<file path="src/verilog/dcc_pkg.sv">
// dcc_pkg: constants shared by the dual comparator control block.
// assumes a single clock domain at the core instruction-phase rate.
package dcc_pkg;

  // digitised analog level carried on each comparator pin
  localparam int LEVEL_W = 8;
  localparam int PIN_COUNT = 4;
  localparam int REG_W = 8;
  localparam int MODE_W = 3;

  // comparator_control_reg field positions and reset value
  localparam int CTRL_SECOND_OUT_BIT = 7;
  localparam int CTRL_FIRST_OUT_BIT = 6;
  localparam int CTRL_MODE_LSB = 0;
  localparam logic [2:0] CTRL_MODE_RESET = 3'h0;

  // peripheral_flag_reg field position and reset value
  localparam int FLAG_CHANGE_BIT = 6;
  localparam logic FLAG_RESET = 1'b0;

  // comparator_mode_field encodings
  localparam logic [2:0] MODE_RESET = 3'h0;
  localparam logic [2:0] MODE_INDEPENDENT = 3'h1;
  localparam logic [2:0] MODE_INTERNAL_REF = 3'h2;
  localparam logic [2:0] MODE_SHARED_PLUS = 3'h3;
  localparam logic [2:0] MODE_OFF = 3'h7;

  // pin indices used by the input routing
  localparam int PIN_FIRST_MINUS = 0;
  localparam int PIN_SECOND_MINUS = 1;
  localparam int PIN_SECOND_PLUS = 2;
  localparam int PIN_FIRST_PLUS = 3;

  // all pins configured as analog inputs
  localparam logic [3:0] PINS_ALL_ANALOG = 4'hF;
  localparam logic [3:0] PINS_NONE_ANALOG = 4'h0;
  // independent modes use all four pins, shared modes only three
  localparam logic [3:0] PINS_SHARED_ANALOG = 4'h7;
  localparam logic [3:0] PINS_IREF_ANALOG = 4'h3;

endpackage : dcc_pkg

</file>
<file path="src/verilog/dcc_comparator_cell.sv">
// dcc_comparator_cell: one comparator seen from the digital side.
// assumes the two levels are digitised and synchronous to clk_in.
`timescale 1ns/1ps
module dcc_comparator_cell (
  input wire logic clk_in,
  input wire logic reset_n_in,
  input wire logic enable_in,
  input wire logic [dcc_pkg::LEVEL_W-1:0] noninverting_input_in,
  input wire logic [dcc_pkg::LEVEL_W-1:0] inverting_input_in,
  output logic result_out
);
  import dcc_pkg::*;

  logic result_q;
  logic result_d;

  // equal levels hold the last decision, standing in for the offset band
  always_comb begin
    result_d = result_q;
    if (!enable_in) begin
      result_d = 1'b0;
    end else if (noninverting_input_in > inverting_input_in) begin
      result_d = 1'b1;
    end else if (noninverting_input_in < inverting_input_in) begin
      result_d = 1'b0;
    end
  end

  // powered down during reset, output reads low
  always_ff @(posedge clk_in or negedge reset_n_in) begin
    if (!reset_n_in) begin
      result_q <= 1'b0;
    end else begin
      result_q <= result_d;
    end
  end

  assign result_out = result_q;

endmodule : dcc_comparator_cell

</file>
<file path="src/verilog/dcc_change_detect.sv">
// dcc_change_detect: mismatch latch and the comparator change flag.
// assumes access and write strobes are one-cycle pulses on clk_in.
`timescale 1ns/1ps
module dcc_change_detect (
  input wire logic clk_in,
  input wire logic reset_n_in,
  input wire logic [1:0] outputs_in,
  input wire logic ctrl_access_in,
  input wire logic flag_wr_in,
  input wire logic flag_wr_data_in,
  output logic flag_out,
  output logic mismatch_out
);
  import dcc_pkg::*;

  logic [1:0] copy_q;
  logic [1:0] copy_d;
  logic flag_q;
  logic flag_d;
  logic mismatch;

  // compare live outputs with the copy taken at the last access
  assign mismatch = (outputs_in != copy_q);

  // an access refreshes the copy; a change seen in that same cycle
  // still sets the flag through the mismatch before the copy takes it
  always_comb begin
    copy_d = copy_q;
    if (ctrl_access_in) begin
      copy_d = outputs_in;
    end
  end

  // set wins over a software clear, and keeps winning while mismatched
  always_comb begin
    flag_d = flag_q;
    if (flag_wr_in) begin
      flag_d = flag_wr_data_in;
    end
    if (mismatch) begin
      flag_d = 1'b1;
    end
  end

  // flag and copy registers
  always_ff @(posedge clk_in or negedge reset_n_in) begin
    if (!reset_n_in) begin
      copy_q <= 2'h0;
      flag_q <= FLAG_RESET;
    end else begin
      copy_q <= copy_d;
      flag_q <= flag_d;
    end
  end

  assign flag_out = flag_q;
  assign mismatch_out = mismatch;

endmodule : dcc_change_detect

</file>
<file path="src/verilog/dcc_top.sv">
// dcc_top: control and status side of a two-comparator module.
// assumes pin levels arrive digitised and synchronous to clk_in, and
// register strobes are one-cycle pulses from the core.
`timescale 1ns/1ps
module dcc_top (
  input wire logic clk_in,
  input wire logic reset_n_in,
  // digitised levels on the four comparator pins
  input wire logic [dcc_pkg::LEVEL_W-1:0] pin0_level_in,
  input wire logic [dcc_pkg::LEVEL_W-1:0] pin1_level_in,
  input wire logic [dcc_pkg::LEVEL_W-1:0] pin2_level_in,
  input wire logic [dcc_pkg::LEVEL_W-1:0] pin3_level_in,
  input wire logic [dcc_pkg::LEVEL_W-1:0] internal_ref_level_in,
  // comparator_control_reg access
  input wire logic ctrl_wr_in,
  input wire logic [dcc_pkg::REG_W-1:0] ctrl_wr_data_in,
  input wire logic ctrl_rd_in,
  output logic [dcc_pkg::REG_W-1:0] ctrl_rd_data_out,
  // peripheral_flag_reg access
  input wire logic flag_wr_in,
  input wire logic [dcc_pkg::REG_W-1:0] flag_wr_data_in,
  output logic [dcc_pkg::REG_W-1:0] flag_rd_data_out,
  // enables held elsewhere in the core
  input wire logic comparator_irq_enable_in,
  input wire logic peripheral_irq_enable_in,
  input wire logic global_irq_enable_in,
  input wire logic sleep_in,
  // status
  output logic first_comparator_output_out,
  output logic second_comparator_output_out,
  output logic comparator_change_flag_out,
  output logic [dcc_pkg::PIN_COUNT-1:0] pin_analog_out,
  output logic comparators_on_out,
  output logic irq_out,
  output logic wake_out
);
  import dcc_pkg::*;

  logic [MODE_W-1:0] mode_q;
  logic [MODE_W-1:0] mode_d;
  logic [PIN_COUNT-1:0] pin_analog_q;
  logic [PIN_COUNT-1:0] pin_analog_d;
  logic cmp_enable;
  logic [LEVEL_W-1:0] first_plus;
  logic [LEVEL_W-1:0] first_minus;
  logic [LEVEL_W-1:0] second_plus;
  logic [LEVEL_W-1:0] second_minus;
  logic first_out;
  logic second_out;
  logic change_flag;
  logic ctrl_access;
  logic [LEVEL_W-1:0] pins [PIN_COUNT];

  // pin array so the routing function can index it
  assign pins[0] = pin0_level_in;
  assign pins[1] = pin1_level_in;
  assign pins[2] = pin2_level_in;
  assign pins[3] = pin3_level_in;

  // modes 000 and 111 keep both comparators powered down
  function automatic logic mode_is_on(input logic [MODE_W-1:0] mode);
    logic on;
    on = 1'b1;
    if (mode == MODE_RESET) begin
      on = 1'b0;
    end else if (mode == MODE_OFF) begin
      on = 1'b0;
    end
    return on;
  endfunction : mode_is_on

  // pins that stay analog inputs in a given mode
  function automatic logic [PIN_COUNT-1:0] mode_pins(
    input logic [MODE_W-1:0] mode
  );
    logic [PIN_COUNT-1:0] p;
    case (mode)
      MODE_RESET: begin
        p = PINS_ALL_ANALOG;
      end
      MODE_OFF: begin
        p = PINS_NONE_ANALOG;
      end
      MODE_INTERNAL_REF: begin
        p = PINS_IREF_ANALOG;
      end
      MODE_SHARED_PLUS: begin
        p = PINS_SHARED_ANALOG;
      end
      default: begin
        p = PINS_ALL_ANALOG;
      end
    endcase
    return p;
  endfunction : mode_pins

  // mode register: only software writes or reset change it, so sleep
  // and wake-up leave it as it was
  always_comb begin
    mode_d = mode_q;
    if (ctrl_wr_in) begin
      mode_d = ctrl_wr_data_in[CTRL_MODE_LSB +: MODE_W];
    end
  end

  // pin configuration follows the mode that is about to take effect
  always_comb begin
    pin_analog_d = mode_pins(mode_d);
  end

  // control state; reset selects the comparator reset mode
  always_ff @(posedge clk_in or negedge reset_n_in) begin
    if (!reset_n_in) begin
      mode_q <= CTRL_MODE_RESET;
      pin_analog_q <= PINS_ALL_ANALOG;
    end else begin
      mode_q <= mode_d;
      pin_analog_q <= pin_analog_d;
    end
  end

  assign cmp_enable = mode_is_on(mode_q);

  // input routing; sleep_in does not enter here on purpose, the
  // comparators keep deciding while the core sleeps
  always_comb begin
    first_minus = pins[PIN_FIRST_MINUS];
    second_minus = pins[PIN_SECOND_MINUS];
    first_plus = pins[PIN_FIRST_PLUS];
    second_plus = pins[PIN_SECOND_PLUS];
    case (mode_q)
      MODE_INTERNAL_REF: begin
        first_plus = internal_ref_level_in;
        second_plus = internal_ref_level_in;
      end
      MODE_SHARED_PLUS: begin
        first_plus = pins[PIN_SECOND_PLUS];
        second_plus = pins[PIN_SECOND_PLUS];
      end
      default: begin
        first_plus = pins[PIN_FIRST_PLUS];
        second_plus = pins[PIN_SECOND_PLUS];
      end
    endcase
  end

  // first comparator
  dcc_comparator_cell u_first_cmp (
    .clk_in(clk_in),
    .reset_n_in(reset_n_in),
    .enable_in(cmp_enable),
    .noninverting_input_in(first_plus),
    .inverting_input_in(first_minus),
    .result_out(first_out)
  );

  // second comparator
  dcc_comparator_cell u_second_cmp (
    .clk_in(clk_in),
    .reset_n_in(reset_n_in),
    .enable_in(cmp_enable),
    .noninverting_input_in(second_plus),
    .inverting_input_in(second_minus),
    .result_out(second_out)
  );

  // a read or a write both count as an access that ends the mismatch
  assign ctrl_access = ctrl_rd_in | ctrl_wr_in;

  // change detection and the sticky flag
  dcc_change_detect u_change (
    .clk_in(clk_in),
    .reset_n_in(reset_n_in),
    .outputs_in({second_out, first_out}),
    .ctrl_access_in(ctrl_access),
    .flag_wr_in(flag_wr_in),
    .flag_wr_data_in(flag_wr_data_in[FLAG_CHANGE_BIT]),
    .flag_out(change_flag),
    .mismatch_out()
  );

  // read views; unused bits read as zero
  always_comb begin
    ctrl_rd_data_out = '0;
    ctrl_rd_data_out[CTRL_SECOND_OUT_BIT] = second_out;
    ctrl_rd_data_out[CTRL_FIRST_OUT_BIT] = first_out;
    ctrl_rd_data_out[CTRL_MODE_LSB +: MODE_W] = mode_q;
    flag_rd_data_out = '0;
    flag_rd_data_out[FLAG_CHANGE_BIT] = change_flag;
  end

  // request needs all three enables; wake only needs the local one so
  // a sleeping core with interrupts masked globally still resumes
  assign irq_out = change_flag & comparator_irq_enable_in &
                   peripheral_irq_enable_in & global_irq_enable_in;
  assign wake_out = sleep_in & change_flag &
                    comparator_irq_enable_in;

  assign first_comparator_output_out = first_out;
  assign second_comparator_output_out = second_out;
  assign comparator_change_flag_out = change_flag;
  assign pin_analog_out = pin_analog_q;
  assign comparators_on_out = cmp_enable;

endmodule : dcc_top

</file>
<file path="config.mk">
export PLATFORM = sky130hd
export DESIGN_NAME = dcc_top
export DESIGN_NICKNAME = d
export VERILOG_FILES = /design/src/verilog/dcc_pkg.sv /design/src/verilog/dcc_comparator_cell.sv /design/src/verilog/dcc_change_detect.sv /design/src/verilog/dcc_top.sv
export SDC_FILE = /design/constraint.sdc
export NUM_CORES = 1
export LEC_CHECK = 0
export BUFFER_PORTS_ARGS = -buffer_cell sky130_fd_sc_hd__buf_2
export CAP_MARGIN = 5
export CORE_ASPECT_RATIO = 1.2
export CORE_MARGIN = 8
export CORE_UTILIZATION = 41
export DETAILED_ROUTE_END_ITERATION = 10
export PLACE_DENSITY = 0.92
export SYNTH_ARGS = -nofsm -noshare
export SYNTH_HDL_FRONTEND = slang
export SYNTH_SLANG_ARGS = --single-unit
export TNS_END_PERCENT = 30
</file>
<file path="constraint.sdc">
create_clock -name clk_in -period 2.4 [get_ports clk_in]
set_input_delay 0.48 -clock clk_in [delete_from_list [all_inputs] [get_ports clk_in]]
set_output_delay 0.48 -clock clk_in [all_outputs]
set_load 0.01 [all_outputs]
</file>
Word-level counts from Yosys, hierarchy flattened. Cells that the tools add are included. Widths: inputs -> output; s select.

Bits of input ports: 65. Word-level logic and storage cells: 41. Register bits: 12.

Equality and inequality tests: 9. Bitwise logic cells: 6. Reduce and logical (&&, ||, !) cells: 2. Magnitude comparators: 4. Mux-type cells: 14.

Operator list (number): $gt 8x8->1 (2); $lt 8x8->1 (2); $pmux 8 s2 (1); $eq 3x2->1 const B (4); $pmux 4 s3 (1); $mux 1 (10); $mux 8 (1); $eq 3x3->1 const B (2); $and 1x1->1 (5); $logic_not 3->1 (1); $mux 3 (1); $ne 3x1->1 const B (1); $ne 3x3->1 const B (1); $ne 2x2->1 (1); $reduce_bool 2->1 (1); $or 1x1->1 (1).

Logic depth before layout (Yosys ltp).
Depth in word-level cells: 6. Gate-level depth with buffers: 10. Depth with buffers taken out: 8.

Hierarchy. From an unflattened synthesis, not the netlist that was laid out.

Cell total of the unflattened synthesis: 145. Area total of the unflattened synthesis: 1268.7 µm².

Modules (own cells, without submodules): dcc_top (cells an instance 73, area each 654.4 µm², times used 1, seq. area each 153.9 µm²); dcc_comparator_cell (u_first_cmp) (cells an instance 32, area each 244.0 µm², times used 1, seq. area each 25.0 µm²); dcc_comparator_cell (u_second_cmp) (cells an instance 30, area each 236.5 µm², times used 1, seq. area each 25.0 µm²); dcc_change_detect (cells an instance 10, area each 133.9 µm², times used 1, seq. area each 75.1 µm²).

Worst setup path after synthesis. No wires, ideal clock.

Kind: reg2reg. Start: register mode_q[2]. End: register u_second_cmp.result_q, in the netlist u_second_cmp.result_out. Path slack: 395 ps. Cell stages (with the launch flop): 10. Library setup time: 132 ps. Path buffers: 1. Arrival: 1874 ps. Clock period less this slack: 2005 ps. Cells stage by stage: dfrtp_1 -> nand2b_1 -> buf_6 -> nor2_8 -> mux2_2 -> ha_1 -> a21oi_1 -> nor2_1 -> a211oi_1 -> a211oi_1.

Word-level cells in the longest chain between the ends: 5.

Ends and longest elaborated chain: start, declared (RTL line dcc_top.sv:39) `logic [MODE_W-1:0] mode_q;`; start signal, assigned (RTL line dcc_top.sv:117) `mode_q <= mode_d;`; $eq 3x2->1 (RTL line dcc_top.sv:131) `case (mode_q)`; $mux 8 (RTL line dcc_top.sv:131); $gt 8x8->1 (RTL line dcc_comparator_cell.sv:22) `end else if (noninverting_input_in > inverting_input_in) begin`; $mux 1 (RTL line dcc_comparator_cell.sv:22); $mux 1 (RTL line dcc_comparator_cell.sv:20) `if (!enable_in) begin`; end signal, assigned (RTL line dcc_comparator_cell.sv:34) `result_q <= result_d;`; end, declared (RTL line dcc_comparator_cell.sv:14) `logic result_q;`.

Parallel ways exist; a longest one is shown, timed or not. A chain may end at the register's enable or synchronous reset.

Worst setup path in the final report.
Start: register mode_q[0]. End: register u_second_cmp.result_q, in the netlist u_second_cmp.result_out.

The elaborated chain is that of the path after synthesis.

==> impl_results.md <==
- Combinational share of power: 44.8%
- Number of cells upsized or downsized after cts: 0
- Vertical die dimension: ~76 um
- Reg-to-reg critical path startpoint: mode_q[0]
- Clock Power Share: between 10% and 20%
- Simple-gate portion of the synthesized area: 16.00%
- Hpwl dp: around 2800 um
- Clock-pin slew on the worst setup and hold paths: 0.07 ns
- DRC errors left: 0
- H-tree depth: 1
- Cell-internal power: around 0.00043 W
- Number of vias per cell: 4.846
- Setup crit start kind: flop
- Gate count after technology mapping: ~140
- Tmin final: 2.135 ns
- Pin count of the biggest net entering global routing: 17
- Via Count: 1168
- Met1 Track Usage GR: approximately an eighth
- Post-synthesis average cell area: roughly 8.6 um2
- Count of nets left with antenna violations after detail routing: 0
- Count of endpoints failing hold in the final timing report: 0
- Routed len/inst: 12.97 um
- Clock sink total: 11
- GP Congestion: 0.7816
- Count of hold-fix buffers inserted at cts: 0
- Area share of xor/xnor cells in the synthesized design: 1.427%
- Number of buffers inserted to repair setup after CTS: 0
- Cell Rows: 21
- Critical path data arrival time: 2.29 ns
- Worst-case clock skew: 0.0009346 ns
- Setup TNS: 0 ns
- Number of filler instances in the final layout: 275
- First-pass DRT Iterations: 4
- Via count of the first global-routing pass: 1228
- Top area cells in the synthesized netlist: dfrtp_1 (16%), ha_1 (16%), mux2_2 (11%)
- Die X-Extent: between 60 and 70 um
- Most area-hungry cell type in the Yosys netlist: dfrtp_1
- Worst-path maximum fanout: 13
- Number of cells traversed by the worst register-to-register path: 7
- Clock Tree Buf Depth: 2
- GRT Residual Overflow: 0
- N_diodes: 0
- Maximum frequency from static timing analysis: 468.4 MHz
- Initial core utilization: between 40% and 50%
- Class of the most critical setup path: reg -> reg
- Top_reg_cell synth: dfrtp_1
- Area overhead of the layout relative to synthesis: 26.30%
- Net total in the final layout: 289
- Type of element capturing the critical path: flop
- CTS Buf Count: 3
- Slowest library cell on the worst path: dfrtp_1
- Number of placed I/O pins: between 90 and 100
- Root buf cell: clkbuf_4
- Post-synthesis register bit count: 11
- Met2 Track Usage GR: 21.99%
- Sequential fraction of design power: 37.0%
- Port-buffer cells: 68
- Required @ worst endpoint: about 2.6 ns
- CP Cell Sequence: nor2_8, mux2_2, ha_1, o21ai_0, a21oi_1, o21ai_0, a211oi_1
- Reported leakage power: 0.8746 nW
- EDFF count, synth: 0
- Top cells by instance count after synthesis: ha_1 (16), buf_4 (15), inv_1 (15)
- Count of endpoints failing setup in the final report: 0
- Area share of the largest cell type after synthesis: 16.31%
- Number of distinct library cell variants in the gate-level netlist after synthesis: 24
- RR Endpoint: u_second_cmp.result_out
- Synthesized cell area: 0.001227 mm2
- Mux share of post-synthesis cell area: about a fifth
- Period utilization: 88.96%
- Crit-path max cell delay: between 0.6 and 0.7 ns
- Fraction of the yosys area taken by sequential cells: 22.73%
- Largest family of logic cells by synthesized area: multiplexers
- Register-to-register setup slack: 0.26 ns
- GR peak layer: met2
- CTS tree: done
- Fraction of layout instances using a drive strength above 1: 43.00%
- Starting DRC count in detailed routing: 15
- Count of synthesis-stage warnings from yosys: 0
- Fraction of the mapped netlist area in compound gates: under 10%
- CP most frequent cell: o21ai_0
- Reported max-cap violation count: 0
- Area enclosed by the die boundary: 0.005008 mm2
- Clk_lat worst skew: roughly 0.27 ns
- P_sw: 0.0002479 W
- Actual transition at the worst max-transition pin: between 0.6 and 0.7 ns
- M3 GR Usage: 4.559%
- Final design utilization: a little under three fifths
- Outcome: finished clean
- Proportion of synthesized flip-flops having asynchronous set or reset: 100.0%
- Max Slew Vio Count: 0
- Final routed wirelength across all metal layers: between 3000 and 4000 um
- Area share of fa/ha/maj cells after synthesis: 16.31%
- Peak supply drop: 0.0003499 V
- Switching share of total power: 36.45%
- Worst slew slack as a fraction of its limit: 54.83%
- Unrepaired setup endpoints after global routing: false
- Wire length of the first global-routing pass: 5078 um
- Most common cell in the netlist: ha_1
- Overall routing resource usage: approximately an eighth
- Core Box Area: 0.002811 mm2
- Hold WC Path Type: in -> async
- Number of antenna violations at the first check in global routing: 0
- Power Density: 438.7 mW/mm2
## through the flow
stage / cell area [um2] / std cells / hold WS [ns] / setup slack [ns] / total power (W)
after CTS: 1550 / 241 / 0.05658 / 0.2428 / 0.0006926
final: 1550 / 241 / 0.06471 / 0.2649 / 0.0006800
after floorplan: 1261 / 151 / 0.1844 / 0.3947 / 0.0004722
after detailed placement: 1523 / 237 / 0.3536 / 0.2582 / 0.0005644
after global routing: 1550 / 241 / 0.07080 / 0.08135 / 0.0007420
after global placement: 1523 / 237 / 0.3524 / 0.2565 / 0.0005516
## sequential cells by signal, summed over array words and instances, names as in the netlist
name                     count
mode_q                       3
u_second_cmp.result_out      1
u_change.copy_q              2
u_change.flag_out            1
pin_analog_out               3
u_first_cmp.result_out       1
## worst max-delay path by stage
| stage | from | end | slack, ns |
|---|---|---|---|
| after floorplan | mode_q[2] | u_second_cmp.result_out | 0.39 |
| after global placement | mode_q[0] | u_second_cmp.result_out | 0.26 |
| after detailed placement | mode_q[0] | u_second_cmp.result_out | 0.26 |
| after CTS | mode_q[0] | u_second_cmp.result_out | 0.24 |
| after global routing | mode_q[0] | u_second_cmp.result_out | 0.08 |
| final | mode_q[0] | u_second_cmp.result_out | 0.26 |
## logic make-up (layout without fill, tap and decap cells)
| group | Yosys count | count (layout) |
|---|---|---|
| other | 1 | 10 |
| buffers and inverters | 32 | 88 |
| DFF | 11 | 11 |
| muxes | 22 | 22 |
| and+or+nand+nor | 38 | 38 |
| xor gates and xnor gates | 2 | 2 |
| AOI/OAI and AO/OA | 20 | 20 |
| adders and majority gates | 16 | 16 |
## layer usage
metal	routed length, um	share of wire (%)
met3	327	10
met5	0	0
met1	1105	35
met2	1587	51
met4	105	3.4
## placed cells by master (no fill, tap or decap)
cell type  instances
a211oi_1           4
a21oi_1            5
and3_1             1
and4_1             1
buf_2             68
buf_4              1
clkbuf_4           3
clkinv_2           1
conb_1            10
dfrtp_1            8
dfstp_2            3
ha_1              16
inv_1             15
mux2_2            12
mux2i_1           10
nand2_1           13
nand2b_1           5
nand3_1            4
nand4_1            2
nor2_1             8
nor2_8             1
nor4_1             2
o21ai_0           11
or3_1              1
xnor2_1            2
## power by group through the flow
stage,combinational (W),clock (W),sequential [W]
global route,0.000346,0.000139,0.000258
detailed placement,0.000309,0,0.000255
finish,0.000305,0.000124,0.000252
global placement,0.000297,0,0.000254
CTS,0.000310,0.000131,0.000252
floorplan,0.000219,0,0.000253
## worst max-delay path: cells and delay by family (launching register included)
| kind | cells | cell delay, ns |
|---|---|---|
| AND/OR/NAND/NOR | 1 | 0.28 |
| flip-flops | 1 | 0.63 |
| adder cells (fa/ha/maj) | 1 | 0.28 |
| multiplexers | 1 | 0.36 |
| AO/OA/AOI/OAI | 4 | 0.46 |
## final cells by class
class	count	area (um2)	area share, %
Multi-Input combinational cell	108	797.0	51.41
Timing Repair Buffer	69	347.8	22.44
Inverter	15	56.30	3.632
Clock buffer	3	22.52	1.453
Sequential cell	11	279.0	18.00
Tap cell	34	42.54	2.744
Clock inverter	1	5.005	0.3228
Power figures use the tool's default switching activity.
